===== src/rtl/video_out_cfg.svh =====
`ifndef VIDEO_OUT_CFG_SVH
`define VIDEO_OUT_CFG_SVH

// Register byte offsets
`define REG_CTRL        8'h00
`define REG_STATE       8'h04
`define REG_IRQ_STATUS  8'h08
`define REG_IRQ_MASK    8'h0c

// Control register fields
`define CTRL_DRIVE_HI   0
`define CTRL_TWO_PIX    1
`define CTRL_STAGGER_N  2
`define CTRL_DRV_ON_N   3
`define CTRL_CHIP_ON_N  4
`define CTRL_AUTO_OFF   5
`define CTRL_W          6
`define CTRL_RESET      6'h1c

// State register fields
`define STATE_LINK      0
`define STATE_DRV_ON    1
`define STATE_TWO_PIX   2
`define STATE_TPIX_LSB  16

// Interrupt event bits
`define EVT_LINK_UP     0
`define EVT_LINK_DOWN   1
`define EVT_W           2

// Link activity timing, in pixel clock periods
`define IDLE_PERIODS    1000000
`define ACTIVE_WINDOW   1600

// AHB encodings
`define HSIZE_WORD      3'h2

`endif


===== src/rtl/video_out_pkg.sv =====
package video_out_pkg;

	typedef logic [23:0] pixel_t;

	typedef enum logic {
		EVEN_IDLE  = 1'b0,
		EVEN_DELAY = 1'b1
	} even_state_t;

endpackage


===== src/rtl/pin_sync.sv =====
`timescale 1ns/1ps

module pin_sync #(
	parameter int unsigned W = 1
) (
	input  wire logic         ref_clk,
	input  wire logic         rst,
	input  wire logic         ce,
	input  wire logic [W-1:0] d,
	output logic      [W-1:0] q
);

	logic [W-1:0] s1_r;
	logic [W-1:0] s2_r;
	logic [W-1:0] s3_r;
	logic [W-1:0] q_r;

	// A bit takes its new value only once stages two and three agree
	always_ff @(posedge ref_clk) begin
		if (rst) begin
			s1_r <= '0;
			s2_r <= '0;
			s3_r <= '0;
			q_r  <= '0;
		end else if (ce) begin
			s1_r <= d;
			s2_r <= s1_r;
			s3_r <= s2_r;
			q_r  <= (s2_r & s3_r) | (q_r & (s2_r ^ s3_r));
		end
	end

	assign q = q_r;

endmodule


===== src/rtl/link_detect.sv =====
`timescale 1ns/1ps
`include "video_out_cfg.svh"

module link_detect #(
	parameter int unsigned IDLE_PERIODS = `IDLE_PERIODS
) (
	input  wire logic ref_clk,
	input  wire logic rst,
	input  wire logic ce,
	input  wire logic run,
	input  wire logic pix_tick,
	input  wire logic de_edge,
	output logic      active
);

	localparam logic [19:0] IDLE_LAST = 20'(IDLE_PERIODS - 1);
	localparam logic [10:0] WINDOW    = 11'(`ACTIVE_WINDOW);

	logic        active_r;
	logic        armed_r;
	logic [19:0] idle_cnt_r;
	logic [10:0] win_cnt_r;

	always_ff @(posedge ref_clk) begin
		if (rst) begin
			active_r   <= 1'b0;
			armed_r    <= 1'b0;
			idle_cnt_r <= '0;
			win_cnt_r  <= '0;
		end else if (ce && run && pix_tick) begin
			if (active_r) begin
				if (de_edge) begin
					idle_cnt_r <= '0;
				end else if (idle_cnt_r == IDLE_LAST) begin
					active_r   <= 1'b0;
					armed_r    <= 1'b0;
					idle_cnt_r <= '0;
				end else begin
					idle_cnt_r <= idle_cnt_r + 20'h1;
				end
			end else if (de_edge) begin
				if (armed_r && win_cnt_r < WINDOW) begin
					active_r   <= 1'b1;
					armed_r    <= 1'b0;
					idle_cnt_r <= '0;
				end else begin
					armed_r   <= 1'b1;
					win_cnt_r <= '0;
				end
			end else if (armed_r && win_cnt_r != WINDOW) begin
				win_cnt_r <= win_cnt_r + 11'h1;
			end
		end
	end

	assign active = active_r;

endmodule


===== src/rtl/video_out_ctrl.sv =====
`timescale 1ns/1ps
`include "video_out_cfg.svh"

// Summary of operation
// - The drive strength output follows the drive strength select bit.
// - Staggering applies only in two-pixel mode; otherwise it is ignored.
// - Staggering delays the even pixel by a quarter output clock period.
// - In two-pixel mode the output clock period is two pixel periods.
// - Drivers-off floats all outputs but sync detect and control out 1.
// - Chip power-down stops the core and floats every output.
// - In chip power-down every input but the power-down and drive strength select bits is ignored.
// - Both power-down controls come out of reset in the normal state.
// - The link goes inactive after 1e6 pixel periods with no DE change.
// - While inactive, two DE changes within 1600 periods make it active.
module video_out_ctrl #(
	parameter int unsigned IDLE_PERIODS = `IDLE_PERIODS
) (
	input  wire logic        ref_clk,
	input  wire logic        rst,
	input  wire logic        ce,
	input  wire logic        hsel,
	input  wire logic [31:0] haddr,
	input  wire logic [1:0]  htrans,
	input  wire logic        hwrite,
	input  wire logic [2:0]  hsize,
	input  wire logic [31:0] hwdata,
	input  wire logic        hready,
	output logic      [31:0] hrdata,
	output logic             hreadyout,
	output logic             hresp,
	output logic             irq,
	input  wire logic        pixel_clk_in,
	input  wire logic        de_in,
	input  wire logic        hsync_in,
	input  wire logic        vsync_in,
	input  wire logic        control_out_1_in,
	input  wire logic [23:0] pixel_in,
	output logic             drive_strength_hi,
	output logic             output_pixel_clock,
	output logic      [23:0] pixel_even_out,
	output logic      [23:0] pixel_odd_out,
	output logic             de_out,
	output logic             hsync_out,
	output logic             vsync_out,
	output logic             data_oe,
	output logic             control_out_1,
	output logic             control_out_1_oe,
	output logic             link_activity_detect,
	output logic             link_activity_detect_oe
);

	// Synchronised pins
	logic [28:0]                 pin_q;
	logic                        pclk_q;
	logic                        de_q;
	video_out_pkg::pixel_t       pix_q;

	// Registers
	logic [`CTRL_W-1:0]          ctrl_r;
	logic [`EVT_W-1:0]           status_r;
	logic [`EVT_W-1:0]           mask_r;
	logic                        irq_r;

	// Bus
	logic                        accept;
	logic                        wr_pend_r;
	logic                        rd_pend_r;
	logic [7:0]                  addr_r;
	logic [31:0]                 hrdata_r;
	logic                        hreadyout_r;
	logic                        hresp_r;
	logic                        wr_ctrl;
	logic                        wr_status;
	logic                        wr_mask;

	// Pixel path
	logic                        run;
	logic                        two_pix;
	logic                        stagger_on;
	logic                        pclk_prev_r;
	logic                        de_prev_r;
	logic                        pix_tick;
	logic                        de_edge;
	logic                        cur_odd;
	logic                        phase_r;
	logic [15:0]                 per_cnt_r;
	logic [15:0]                 tpix_r;
	logic [14:0]                 delay_cnt_r;
	video_out_pkg::even_state_t  even_state_r;
	video_out_pkg::pixel_t       even_hold_r;
	video_out_pkg::pixel_t       even_pend_r;
	video_out_pkg::pixel_t       pixel_even_r;
	video_out_pkg::pixel_t       pixel_odd_r;
	logic                        de_out_r;
	logic                        hsync_r;
	logic                        vsync_r;
	logic                        control_out_1_r;
	logic                        output_pixel_clock_r;

	// Output drive and link state
	logic                        drv_on;
	logic                        drive_r;
	logic                        data_oe_r;
	logic                        control_out_1_oe_r;
	logic                        link_oe_r;
	logic                        link_active;
	logic                        link_prev_r;
	logic [`EVT_W-1:0]           evt;

	pin_sync #(
		.W(29)
	) u_pin_sync (
		.ref_clk(ref_clk),
		.rst    (rst),
		.ce     (ce),
		.d      ({pixel_in, control_out_1_in, vsync_in, hsync_in, de_in,
		          pixel_clk_in}),
		.q      (pin_q)
	);

	assign pclk_q = pin_q[0];
	assign de_q   = pin_q[1];
	assign pix_q  = pin_q[28:5];

	// core runs only while chip is on
	assign run        = ctrl_r[`CTRL_CHIP_ON_N];
	assign two_pix    = ctrl_r[`CTRL_TWO_PIX];
	assign stagger_on = two_pix & ~ctrl_r[`CTRL_STAGGER_N];
	assign pix_tick   = pclk_q & ~pclk_prev_r;
	assign de_edge    = pix_tick & (de_q ^ de_prev_r);
	// Rising DE realigns so the first active pixel is even
	assign cur_odd    = phase_r & ~(de_q & ~de_prev_r);

	function automatic logic [31:0] reg_read(input logic [7:0] a);
		logic [31:0] v;
		v = '0;
		case (a)
			`REG_CTRL:       v[`CTRL_W-1:0] = ctrl_r;
			`REG_STATE: begin
				v[`STATE_LINK]    = link_active;
				v[`STATE_DRV_ON]  = drv_on;
				v[`STATE_TWO_PIX] = two_pix;
				v[`STATE_TPIX_LSB +: 16] = tpix_r;
			end
			`REG_IRQ_STATUS: v[`EVT_W-1:0] = status_r;
			`REG_IRQ_MASK:   v[`EVT_W-1:0] = mask_r;
			default:         v = '0;
		endcase
		return v;
	endfunction

	// AHB-Lite slave: writes take no wait state, reads take one
	assign accept    = hsel & htrans[1] & hready;
	assign wr_ctrl   = wr_pend_r & (addr_r == `REG_CTRL);
	assign wr_status = wr_pend_r & (addr_r == `REG_IRQ_STATUS);
	assign wr_mask   = wr_pend_r & (addr_r == `REG_IRQ_MASK);

	always_ff @(posedge ref_clk) begin
		if (rst) begin
			wr_pend_r   <= 1'b0;
			rd_pend_r   <= 1'b0;
			addr_r      <= '0;
			hrdata_r    <= '0;
			hreadyout_r <= 1'b1;
		end else if (ce) begin
			wr_pend_r <= accept & hwrite & (hsize == `HSIZE_WORD);
			if (accept) begin
				addr_r <= haddr[7:0];
			end
			if (accept && !hwrite) begin
				rd_pend_r   <= 1'b1;
				hreadyout_r <= 1'b0;
			end else if (rd_pend_r) begin
				rd_pend_r   <= 1'b0;
				hrdata_r    <= reg_read(addr_r);
				hreadyout_r <= 1'b1;
			end
		end
	end

	always_ff @(posedge ref_clk) begin
		if (rst) begin
			hresp_r <= 1'b0;
		end
	end

	always_ff @(posedge ref_clk) begin
		if (rst) begin
			ctrl_r <= `CTRL_RESET;
			mask_r <= '0;
		end else if (ce) begin
			if (wr_ctrl) begin
				ctrl_r <= hwdata[`CTRL_W-1:0];
			end
			if (wr_mask) begin
				mask_r <= hwdata[`EVT_W-1:0];
			end
		end
	end

	// Events beat a write-one clear in the same cycle
	always_ff @(posedge ref_clk) begin
		if (rst) begin
			status_r <= '0;
			irq_r    <= 1'b0;
		end else if (ce) begin
			status_r <= (status_r & ~({`EVT_W{wr_status}} &
			            hwdata[`EVT_W-1:0])) | evt;
			irq_r    <= |(status_r & mask_r);
		end
	end

	link_detect #(
		.IDLE_PERIODS(IDLE_PERIODS)
	) u_link_detect (
		.ref_clk (ref_clk),
		.rst     (rst),
		.ce      (ce),
		.run     (run),
		.pix_tick(pix_tick),
		.de_edge (de_edge),
		.active  (link_active)
	);

	always_ff @(posedge ref_clk) begin
		if (rst) begin
			link_prev_r <= 1'b0;
		end else if (ce) begin
			link_prev_r <= link_active;
		end
	end

	assign evt[`EVT_LINK_UP]   = link_active & ~link_prev_r;
	assign evt[`EVT_LINK_DOWN] = ~link_active & link_prev_r;

	// Pixel period in reference clocks, for the stagger delay
	always_ff @(posedge ref_clk) begin
		if (rst) begin
			pclk_prev_r <= 1'b0;
			per_cnt_r   <= '0;
			tpix_r      <= '0;
		end else if (ce && run) begin
			pclk_prev_r <= pclk_q;
			if (pix_tick) begin
				per_cnt_r <= '0;
				tpix_r    <= (per_cnt_r == 16'hffff) ? per_cnt_r :
				             per_cnt_r + 16'h1;
			end else if (per_cnt_r != 16'hffff) begin
				per_cnt_r <= per_cnt_r + 16'h1;
			end
		end
	end

	// Pixel pairing and even-pixel stagger
	always_ff @(posedge ref_clk) begin
		if (rst) begin
			de_prev_r    <= 1'b0;
			phase_r      <= 1'b0;
			even_hold_r  <= '0;
			even_pend_r  <= '0;
			pixel_even_r <= '0;
			pixel_odd_r  <= '0;
			de_out_r     <= 1'b0;
			hsync_r      <= 1'b0;
			vsync_r      <= 1'b0;
			control_out_1_r       <= 1'b0;
			delay_cnt_r  <= '0;
			even_state_r <= video_out_pkg::EVEN_IDLE;
		end else if (ce && run) begin
			if (pix_tick) begin
				de_prev_r <= de_q;
				if (!two_pix) begin
					phase_r      <= 1'b0;
					pixel_even_r <= pix_q;
					pixel_odd_r  <= '0;
					de_out_r     <= de_q;
					hsync_r      <= pin_q[2];
					vsync_r      <= pin_q[3];
					control_out_1_r       <= pin_q[4];
				end else if (!cur_odd) begin
					phase_r     <= 1'b1;
					even_hold_r <= pix_q;
				end else begin
					phase_r     <= 1'b0;
					pixel_odd_r <= pix_q;
					de_out_r    <= de_q;
					hsync_r     <= pin_q[2];
					vsync_r     <= pin_q[3];
					control_out_1_r      <= pin_q[4];
					if (stagger_on) begin
						even_pend_r  <= even_hold_r;
						delay_cnt_r  <= tpix_r[15:1];
						even_state_r <= video_out_pkg::EVEN_DELAY;
					end else begin
						pixel_even_r <= even_hold_r;
					end
				end
			end else if (even_state_r == video_out_pkg::EVEN_DELAY) begin
				if (delay_cnt_r <= 15'h1) begin
					pixel_even_r <= even_pend_r;
					even_state_r <= video_out_pkg::EVEN_IDLE;
				end else begin
					delay_cnt_r <= delay_cnt_r - 15'h1;
				end
			end
		end
	end

	// output clock toggles once per pixel in two-pixel mode
	always_ff @(posedge ref_clk) begin
		if (rst) begin
			output_pixel_clock_r <= 1'b0;
		end else if (ce && run) begin
			if (!two_pix) begin
				output_pixel_clock_r <= ~pclk_q;
			end else if (pix_tick) begin
				output_pixel_clock_r <= ~cur_odd;
			end
		end
	end

	// optional automatic drivers-off on link loss
	assign drv_on = run & ctrl_r[`CTRL_DRV_ON_N] &
	                (~ctrl_r[`CTRL_AUTO_OFF] | link_active);

	always_ff @(posedge ref_clk) begin
		if (rst) begin
			drive_r   <= 1'b0;
			data_oe_r <= 1'b0;
			control_out_1_oe_r <= 1'b0;
			link_oe_r <= 1'b0;
		end else if (ce) begin
			drive_r   <= ctrl_r[`CTRL_DRIVE_HI];
			data_oe_r <= drv_on;
			control_out_1_oe_r <= run;
			link_oe_r <= run;
		end
	end

	assign hrdata                  = hrdata_r;
	assign hreadyout               = hreadyout_r;
	assign hresp                   = hresp_r;
	assign irq                     = irq_r;
	assign drive_strength_hi       = drive_r;
	assign output_pixel_clock      = output_pixel_clock_r;
	assign pixel_even_out          = pixel_even_r;
	assign pixel_odd_out           = pixel_odd_r;
	assign de_out                  = de_out_r;
	assign hsync_out               = hsync_r;
	assign vsync_out               = vsync_r;
	assign data_oe                 = data_oe_r;
	assign control_out_1           = control_out_1_r;
	assign control_out_1_oe        = control_out_1_oe_r;
	assign link_activity_detect    = link_active;
	assign link_activity_detect_oe = link_oe_r;

endmodule


===== config.mk =====
export PLATFORM = sky130hd
export DESIGN_NAME = video_out_ctrl
export DESIGN_NICKNAME = d
export VERILOG_FILES = /design/src/rtl/video_out_pkg.sv /design/src/rtl/pin_sync.sv /design/src/rtl/link_detect.sv /design/src/rtl/video_out_ctrl.sv
export VERILOG_INCLUDE_DIRS = /design/src /design/src/rtl
export SDC_FILE = /design/constraint.sdc
export NUM_CORES = 1
export LEC_CHECK = 0
export BUFFER_PORTS_ARGS = -buffer_cell sky130_fd_sc_hd__buf_2
export CORE_MARGIN = 3
export CORE_UTILIZATION = 55
export DETAILED_ROUTE_END_ITERATION = 10
export PLACE_DENSITY_LB_ADDON = 0.12
export SYNTH_ARGS = -nofsm -noshare
export SYNTH_HDL_FRONTEND = slang
export SYNTH_SLANG_ARGS = --single-unit

===== constraint.sdc =====
create_clock -name ref_clk -period 4.3 [get_ports ref_clk]
set_input_delay 0.86 -clock ref_clk [delete_from_list [all_inputs] [get_ports ref_clk]]
set_output_delay 0.86 -clock ref_clk [all_outputs]
set_load 0.005 [all_outputs]

### Word level (Yosys, flattened, before mapping)

Index checks and enable logic that the tools add are counted.

* add/sub/neg operators: 4
* order comparisons: 2
* equality and inequality tests: 18
* multiplexer cells: 60
* bitwise logic cells: 37
* reductions and logical operators: 33

Operators by type and width (number)
* $mux 24: 8
* $mux 20: 5
* $mux 15: 6
* $mux 16: 4
* $and 29x29->29: 2
* $mux 11: 3
* $mux 1: 31
* $or 29x29->29: 1
* $xor 29x29->29: 1
* $add 20x1->20 const B: 1
* $eq 20x20->1 const B: 1
* $add 16x1->16 const B: 1
* $and 1x1->1: 16
* $eq 16x16->1 const B: 1
* $eq 8x4->1 const B: 2
* $ne 16x16->1 const B: 1
* $reduce_and 4->1: 4
* $reduce_bool 2->1: 8
* $le 15x1->1 const B: 1
* $sub 15x1->15 const B: 1
* $reduce_and 2->1: 7
* $add 11x1->11 const B: 1
* $lt 11x11->1 const B: 1
* $ne 11x11->1 const B: 1
* other kinds (22): 46

* flip-flop bits (word level): 349
* input port bits: 104
* output and inout port bits: 93
* logic and storage cells: 191

### Longest topological paths before layout

Gate-level depths: netlist (run 1).

* word-level depth: 7
* depth in mapped cells: 11
* depth with buffers taken out: 10

### Hierarchy

Synthesis (run 1) repeated with hierarchy kept, for this count alone.

* cells, all modules: 1686
* area, all modules: 15036.9 µm²

Modules (own cells, without submodules)
* video_out_ctrl: instances 1, cells each 1020, area each 8567.0 µm², seq. area each 4003.8 µm²
* pin_sync: instances 1, cells each 467, area each 4749.6 µm², seq. area each 2322.2 µm²
* link_detect: instances 1, cells each 199, area each 1720.4 µm², seq. area each 660.6 µm²

### Worst setup path before layout (run 1)

OpenSTA, ideal clock, no wires.

* path type: input to register
* from: input ce
* to: register delay_cnt_r[4]
* setup time: 117 ps
* data arrival time: 2205 ps
* data required time: 4183 ps
* setup slack: 1977 ps
* cell stages on the path: 5
* path buffers: 1
* path through: nand4b_1 > nor4b_1 > clkbuf_1 > o22ai_1 > a32o_1

* longest elaborated chain between the ends: 2

RTL lines
* start: declaration: line video_out_ctrl.sv:20 `input wire logic ce,`
* $logic_and 1x1->1: line video_out_ctrl.sv:269 `end else if (ce && run) begin`
* $reduce_and 6->1 (no line)
* end signal: assignment: line video_out_ctrl.sv:292 `delay_cnt_r <= tpix_r[15:1];`
* end signal: assignment: line video_out_ctrl.sv:303 `delay_cnt_r <= delay_cnt_r - 15'h1;`
* end: declaration: line video_out_ctrl.sv:88 `logic [14:0] delay_cnt_r;`

Every way passes these cells.
A chain may end at the register's enable or synchronous reset.

### Final worst setup path (run 1)

* from: input ce
* to: register u_link_detect.win_cnt_r[6]

* longest elaborated chain between the ends: 3

RTL lines
* $logic_and 1x1->1 (2 in a row): line link_detect.sv:30 `end else if (ce && run && pix_tick) begin`
* $reduce_and 4->1 (no line)
* end signal: assignment: line link_detect.sv:51 `win_cnt_r <= win_cnt_r + 11'h1;`
* end: declaration: line link_detect.sv:22 `logic [10:0] win_cnt_r;`

Every way passes these cells.

==> impl_metrics.py, run 1 <==
metrics = {
    "detailed_routing": {
        "final_antenna_net_count": 0,
        "drt_wl_total_um": 34850,
        "wl_per_cell_um": 16.38,
        "drt_iter0_drc": 787,
        "vias": 12170,
        "drc": 0,
        "vias_per_cell": 5.721,
        "drtPass1Iterations": 5,
    },
    "setup_path": {
        "crit_arrival_ns": 3.31,
        "startpoint_type": "input pin",
        "critical-path-max-stage-delay_ns": 0.60,
        "cp_top_family": "simple AND/OR/NAND/NOR gates",
        "crit_slowest_cell": "or4_1",
        "crit-reg2reg-launch": "u_pin_sync.q[0]",
        "critical_path_class": "in2reg",
        "required_ns": 4.75,
        "cp-end-kind": "flop",
        "cp_cell_sequence": "buf_6, nand4b_1, buf_4, nor2_1, o21ai_1, or4_1, a21oi_1",
        "cp.depth": 7,
        "crit_path_max_fanout": 30,
        "cp.buffers_inverters": 2,
        "rrSetupSlack_ns": 1.58,
        "r2r.worst_path.cells": 6,
        "r2r_end": "u_link_detect.win_cnt_r[6]",
    },
    "clock_network": {
        "cts_hold_buffers": 0,
        "cts_buffer_depth": 3,
        "cts-root-buf": "clkbuf_16",
        "cts_made_buffers": 38,
        "clkLatencyLatePin_ns": 0.53,
        "cts_tree": "yes",
        "cts_setup_buffers": 0,
        "ctsResizeCount": 0,
        "ctsHtreeMaxLevel": 2,
        "cts.sinks": 349,
        "path_clk_slew_ns": 0.06,
    },
    "synth": {
        "yosys.area_share.adder_pct": 3.147,
        "synthMuxAreaShare_pct": 8.743,
        "ys_top_cells_by_area": "dfxtp_1 (47%), mux2i_1 (8.4%), nand2_1 (6.9%)",
        "ys_warn_count": 0,
        "synth_xor_area_share_pct": 2.322,
        "synth_compound_area_share_pct": 15.20,
        "yosysSeqAreaShare_pct": 47.49,
        "synth_top_family_by_area": "simple AND/OR/NAND/NOR gates",
        "synth_top_cell_area_share_pct": 47.49,
        "ys_async_sr_fraction_pct": 0,
        "synthSimpleGateAreaFrac_pct": 19.15,
        "ys.flop_type": "dfxtp_1",
        "yosys.area.top_type": "dfxtp_1",
        "synth_seq_cells": 349,
        "syn-cell-area_sq_um": 14710,
        "ys_types": 72,
        "synth-edff-count": 0,
        "syn_inst": 1680,
        "synth_area_per_cell_sq_um": 8.757,
    },
    "cells_and_area": {
        "antenna_cells": 0,
        "multiInputGateArea_sq_um": 7217,
        "final_common_cell": "dfxtp_1",
        "final-seq-area_sq_um": 6988,
        "drive_gt1_share_pct": 13.45,
        "nFillCells": 2253,
        "final_nets": 1903,
        "layout_common_cells": "dfxtp_1 (348), nand2_1 (271), a21oi_1 (178)",
        "area_growth_pct": 14.05,
    },
    "sta": {
        "rsz0062_at_grt": "false",
        "slew_viol_final": 0,
        "setup_tns_ns": 0,
        "max_freq_mhz": 349.8,
        "min_period_over_period_pct": 66.48,
        "tightest_slew_ns": 1.154,
        "max_slew_margin_pct": 22.88,
        "finClkSkew_ns": 0.01549,
        "finalHoldViolations": 0,
        "setup_viol": 0,
        "worst_slack_ns": 1.441,
        "hold_ws_ns": 0.4462,
        "finalCriticalPeriod_ns": 2.859,
    },
    "floorplanning": {
        "io_pins": 197,
        "die-area_sq_um": 28750,
        "start_util_pct": 56.14,
        "die_x_um": 169.6,
        "coreArea_sq_um": 26210,
        "std_cell_rows": 59,
        "die_y_um": 169.6,
    },
    "grt": {
        "grt_antenna_before_repair": 1,
        "grt_pass1_wl_um": 57250,
        "grt_max_degree": 108,
        "gr-total-overflow": 0,
        "grtUsageTotal_pct": 23.78,
        "grt_pass1_vias": 11260,
    },
    "run": {
        "cap_viol_max_count": 0,
    },
    "hold_path": {
        "hp-start": "pixel_even_out[22]",
        "worstHoldEndpoint": "pixel_even_out[22]",
        "hold_path_class": "reg2reg",
        "hold_depth": 2,
    },
    "placed_design": {
        "port_buffers": 134,
        "place_congestion": 0.8859,
        "hpwl_um": 22720,
        "place_ws_ns": 0.9550,
    },
    "pwr": {
        "cellPowerDensity_nw_per_um2": 401.2,
        "ir_worst_vdd_mv": 0.2693,
        "total_power_mw": 6.732,
        "p_leak_nw": 6.459,
    },
    "outcome": {
        "status": "finished, final reports clean",
    },
}
-- logic make-up (layout without fill, tap and decap cells) --
logic type / count (synthesis) / after routing
simple gates: 627 / 627
compound gates: 363 / 363
flops: 349 / 349
buf+inv: 138 / 240
mux: 126 / 126
xor+xnor: 39 / 39
fa+ha+maj: 37 / 37
other cells: 1 / 11
-- how the worst max path moves through the flow --
stage          from                          end
3_3_place_gp     ce   u_link_detect.win_cnt_r[5]
4_1_cts          ce   u_link_detect.win_cnt_r[6]
2_1_floorplan    ce               delay_cnt_r[4]
5_1_grt          ce  u_link_detect.win_cnt_r[10]
6_report         ce   u_link_detect.win_cnt_r[6]
3_5_place_dp     ce  u_link_detect.win_cnt_r[10]
-- cells in the mapped netlist, drive strengths merged (16+ instances only) --
master and number:
dfxtp 349, nand2 272, a21oi 179, nor2 176
mux2i 124, clkbuf 89, nand3 56, o21ai 47
ha 37, o211ai 35, buf 33, xnor2 33
a22o 19, nor3 17, nor4 17, inv 16
-- power by group --
group          switching [mW]  total (mW)  leakage [nW]  internal, mW
logic                   0.137       0.215          3.01        0.0780
registers              0.0257        3.30          2.82          3.27
clock network            1.32        3.22         0.624          1.90
-- metrics by stage --
stage | cells | cell area, sq um | utilization (%)
finish | 2127 | 16780 | 64.02
global route | 2127 | 16780 | 64.02
CTS | 2127 | 16780 | 64.02
detailed placement | 2057 | 15520 | 59.23
global placement | 2057 | 15520 | 59.23
floorplan | 1690 | 14750 | -
-- metal layers --
metal  wire, um  part of all wire, %  global-route usage [%]  vias to the layer above
met5         13                0.037                       0                        -
met4        641                  1.8                   6.330                        2
met3       1704                  4.9                   3.657                       58
met2      15450                   44                   37.00                      290
met1      17040                   49                   34.71                     5725
li1           -                    -                       -                     6093
-- registers in the layout (all words and copies together), names as in the netlist, 2 cells and up --
signal	flops
hrdata	22
delay_cnt_r	15
u_pin_sync.s1_r	29
pixel_odd_out	24
tpix_r	16
per_cnt_r	16
status_r	2
u_link_detect.idle_cnt_r	20
addr_r	8
mask_r	2
even_hold_r	24
u_pin_sync.s3_r	29
ctrl_r	6
pixel_even_out	24
even_pend_r	24
u_link_detect.win_cnt_r	11
u_pin_sync.q	29
u_pin_sync.s2_r	29
-- worst register-to-register path, delay by kind of cell (launching register included) --
family                 cells  cell delay, ns
flip-flops                 1            0.48
buffers and inverters      1            0.32
AND/OR/NAND/NOR            3            1.30
AO/OA/AOI/OAI              2            0.55
-- area by class of cell --
| type | count | share of cell area (%) |
|---|---|---|
| Inverter | 16 | 0.3579 |
| Clock inverter | 19 | 1.051 |
| Clock buffer | 51 | 6.443 |
| Multi-Input combinational cell | 1203 | 43.01 |
| Timing Repair Buffer | 154 | 4.989 |
| Tap cell | 335 | 2.498 |
| Sequential cell | 349 | 41.65 |
No activity file was read; power rests on OpenSTA's default activity.
==> run 2, diff against run 1 <==
- ABC_AREA: unset -> 1
- clock period: 4.3 -> 3 ns (I/O delays scaled with it)
==> impl_metrics.py, run 2 <==
metrics = {
    "outcome": {
        "status": "finished, final reports clean",
    },
    "pwr": {
        "ir_worst_vdd_mv": 0.3961,
        "p_int_mw": 7.564,
        "cellPowerDensity_nw_per_um2": 563.4,
        "seqPwrFrac_pct": 49.4,
        "sw_frac_of_total_pct": 22.53,
        "pwr-share-clk_pct": 45.8,
        "p_switching_mw": 2.200,
        "p_comb_share_pct": 4.8,
        "p_leak_nw": 7.711,
    },
    "floorplanning": {
        "io_pins": 197,
        "die-area_sq_um": 30030,
        "die_x_um": 173.3,
        "std_cell_rows": 60,
        "coreArea_sq_um": 27250,
        "start_util_pct": 56.48,
        "die_y_um": 173.3,
    },
    "setup_path": {
        "required_ns": 3.40,
        "cp-end-kind": "flop",
        "crit_arrival_ns": 2.57,
        "critical_path_class": "reg2reg",
        "startpoint_type": "flop",
        "crit_path_max_fanout": 18,
    },
    "synth": {
        "yosys.area_share.adder_pct": 3.008,
        "ys.flop_type": "dfxtp_1",
        "synth-edff-count": 0,
        "synth_area_per_cell_sq_um": 7.153,
        "syn-cell-area_sq_um": 15390,
        "synthMuxAreaShare_pct": 0,
        "ys_types": 48,
        "yosysSeqAreaShare_pct": 45.39,
        "synthSimpleGateAreaFrac_pct": 27.03,
        "synth_compound_area_share_pct": 15.73,
        "synthTopCellsByCount": "nor2_1 (476), dfxtp_1 (349), nand2_1 (336)",
        "ys_warn_count": 0,
        "synth_xor_area_share_pct": 1.024,
        "synth_seq_cells": 349,
        "syn_inst": 2152,
        "yosys.area.top_type": "dfxtp_1",
        "ys_top_cells_by_area": "dfxtp_1 (45%), nor2_1 (12%), o21ai_0 (9.8%)",
        "synth_top_family_by_area": "simple AND/OR/NAND/NOR gates",
        "synth_top_cell_area_share_pct": 45.39,
        "synth_most_common_cell": "nor2_1",
        "ys_async_sr_fraction_pct": 0,
    },
    "sta": {
        "setup_viol": 0,
        "min_period_over_period_pct": 72.35,
        "rsz0062_at_grt": "false",
        "finalHoldViolations": 0,
        "finalCriticalPeriod_ns": 2.170,
        "setup_tns_ns": 0,
        "hold_ws_ns": 0.3034,
        "slew_viol_final": 0,
        "max_slew_margin_pct": 32.75,
        "tightest_slew_ns": 1.009,
        "max_freq_mhz": 460.7,
        "finClkSkew_ns": 0.01865,
    },
    "detailed_routing": {
        "vias_per_cell": 5.291,
        "drtPass1Iterations": 5,
        "final_antenna_net_count": 0,
        "drt_iter0_drc": 1070,
        "drt_wl_total_um": 37220,
        "wl_per_cell_um": 14.16,
        "drc": 0,
        "vias": 13910,
    },
    "clock_network": {
        "cts_buffer_depth": 3,
        "cts_tree": "yes",
        "cts-root-buf": "clkbuf_16",
        "cts_setup_buffers": 0,
        "cts_made_buffers": 38,
        "cts.sinks": 349,
        "path_clk_slew_ns": 0.06,
        "clkLatencyLatePin_ns": 0.52,
        "ctsResizeCount": 0,
        "ctsHtreeMaxLevel": 2,
        "cts_hold_buffers": 0,
    },
    "grt": {
        "gr-total-overflow": 0,
        "grt_antenna_before_repair": 0,
        "grt_pass1_wl_um": 61470,
        "grt_pass1_vias": 12380,
        "grt_max_degree": 119,
        "grtUsageTotal_pct": 23.84,
    },
    "cells_and_area": {
        "layout_common_cells": "nor2_1 (476), dfxtp_1 (349), nand2_1 (336)",
        "final_common_cell": "nor2_1",
        "multiInputGateArea_sq_um": 7243,
        "nFillCells": 2517,
        "antenna_cells": 0,
        "final_nets": 2374,
        "final-seq-area_sq_um": 6987,
        "drive_gt1_share_pct": 11.66,
        "area_growth_pct": 12.60,
    },
    "placed_design": {
        "hpwl_um": 24600,
        "place_congestion": 0.9038,
        "port_buffers": 134,
    },
    "hold_path": {
        "hold_path_class": "in2reg",
    },
    "run": {
        "cap_viol_max_count": 0,
    },
}
run 2: changes by cell type after synthesis, sizes merged, moves of 25 or more:
cell / delta
nor2: +312
o21ai: +255
inv: +137
mux2i: -124
nand2: +77
nand3: +64
a21oi: -45
o211ai: -33
xnor2: -29
buf: +26
clkbuf: -25
run 2: kinds of logic (layout without fill, tap and decap cells):
group	after synthesis	after routing
AO/OA/AOI/OAI	469	469
XOR/XNOR	18	18
adder cells (fa/ha/maj)	37	37
buffers and inverters	278	372
flip-flops	349	349
other	1	11
AND/OR/NAND/NOR	1000	1000
run 2: final timing paths:
path / end / slack, ns / cells past startpoint / start
setup reg to reg: u_link_detect.idle_cnt_r[2] / 0.83 / 10 / u_pin_sync.q[1]
setup / recovery: u_link_detect.idle_cnt_r[2] / 0.83 / 10 / u_pin_sync.q[1]
hold reg to reg: hrdata[26] / 0.45 / 2 / hrdata[26]
hold / removal: u_pin_sync.s1_r[10] / 0.30 / 3 / pixel_in[5]
run 2: per-layer routing:
layer	up-vias	wire length, um	part of all wire [%]	track usage, %
li1	7138	-	-	-
met1	6317	18260	49	35.68
met2	391	15920	43	36.11
met3	60	2338	6.3	3.657
met4	0	699	1.9	5.811
met5	-	0	0	0
run 2: final cells by class:
cell class	instances	area share, %
clock buffer	49	6.136
inverter	155	3.451
sequential	349	40.31
clock inverter	14	0.7291
tap	372	2.686
timing repair buffer	154	4.895
multi-input combinational	1535	41.79
run 2: metrics by stage:
| step | utilization, % | cell area [sq um] | setup slack (ns) | cells | power (mW) |
|---|---|---|---|---|---|
| 4_1_cts | 63.60 | 17330 | 0.8184 | 2628 | 9.859 |
| 6_report | 63.60 | 17330 | 0.8295 | 2628 | 9.764 |
| 5_1_grt | 63.60 | 17330 | 0.6329 | 2628 | 10.15 |
| 2_1_floorplan | - | 15430 | 1.199 | 2162 | 5.238 |
| 3_3_place_gp | 59.23 | 16140 | 0.6739 | 2565 | 5.373 |
| 3_5_place_dp | 59.23 | 16140 | 0.6193 | 2565 | 5.387 |
run 2: power groups by stage:
stage          Clock, mW  Sequential [mW]  Combinational (mW)
2_1_floorplan          0             4.90               0.340
3_3_place_gp           0             4.92               0.456
3_5_place_dp           0             4.92               0.466
4_1_cts             4.57             4.82               0.472
5_1_grt             4.78             4.83               0.544
6_report            4.47             4.82               0.472
run 2: critical path, cell delays in order, from the launching register on:
cell and delay, ns:
dfxtp_1 0.34, ha_1 0.32, nor2_2 0.19, inv_2 0.06, ha_1 0.24, nor2_8 0.20
nand2_4 0.18, inv_2 0.18, nand2_4 0.12, nand2_2 0.15, nor2_1 0.07
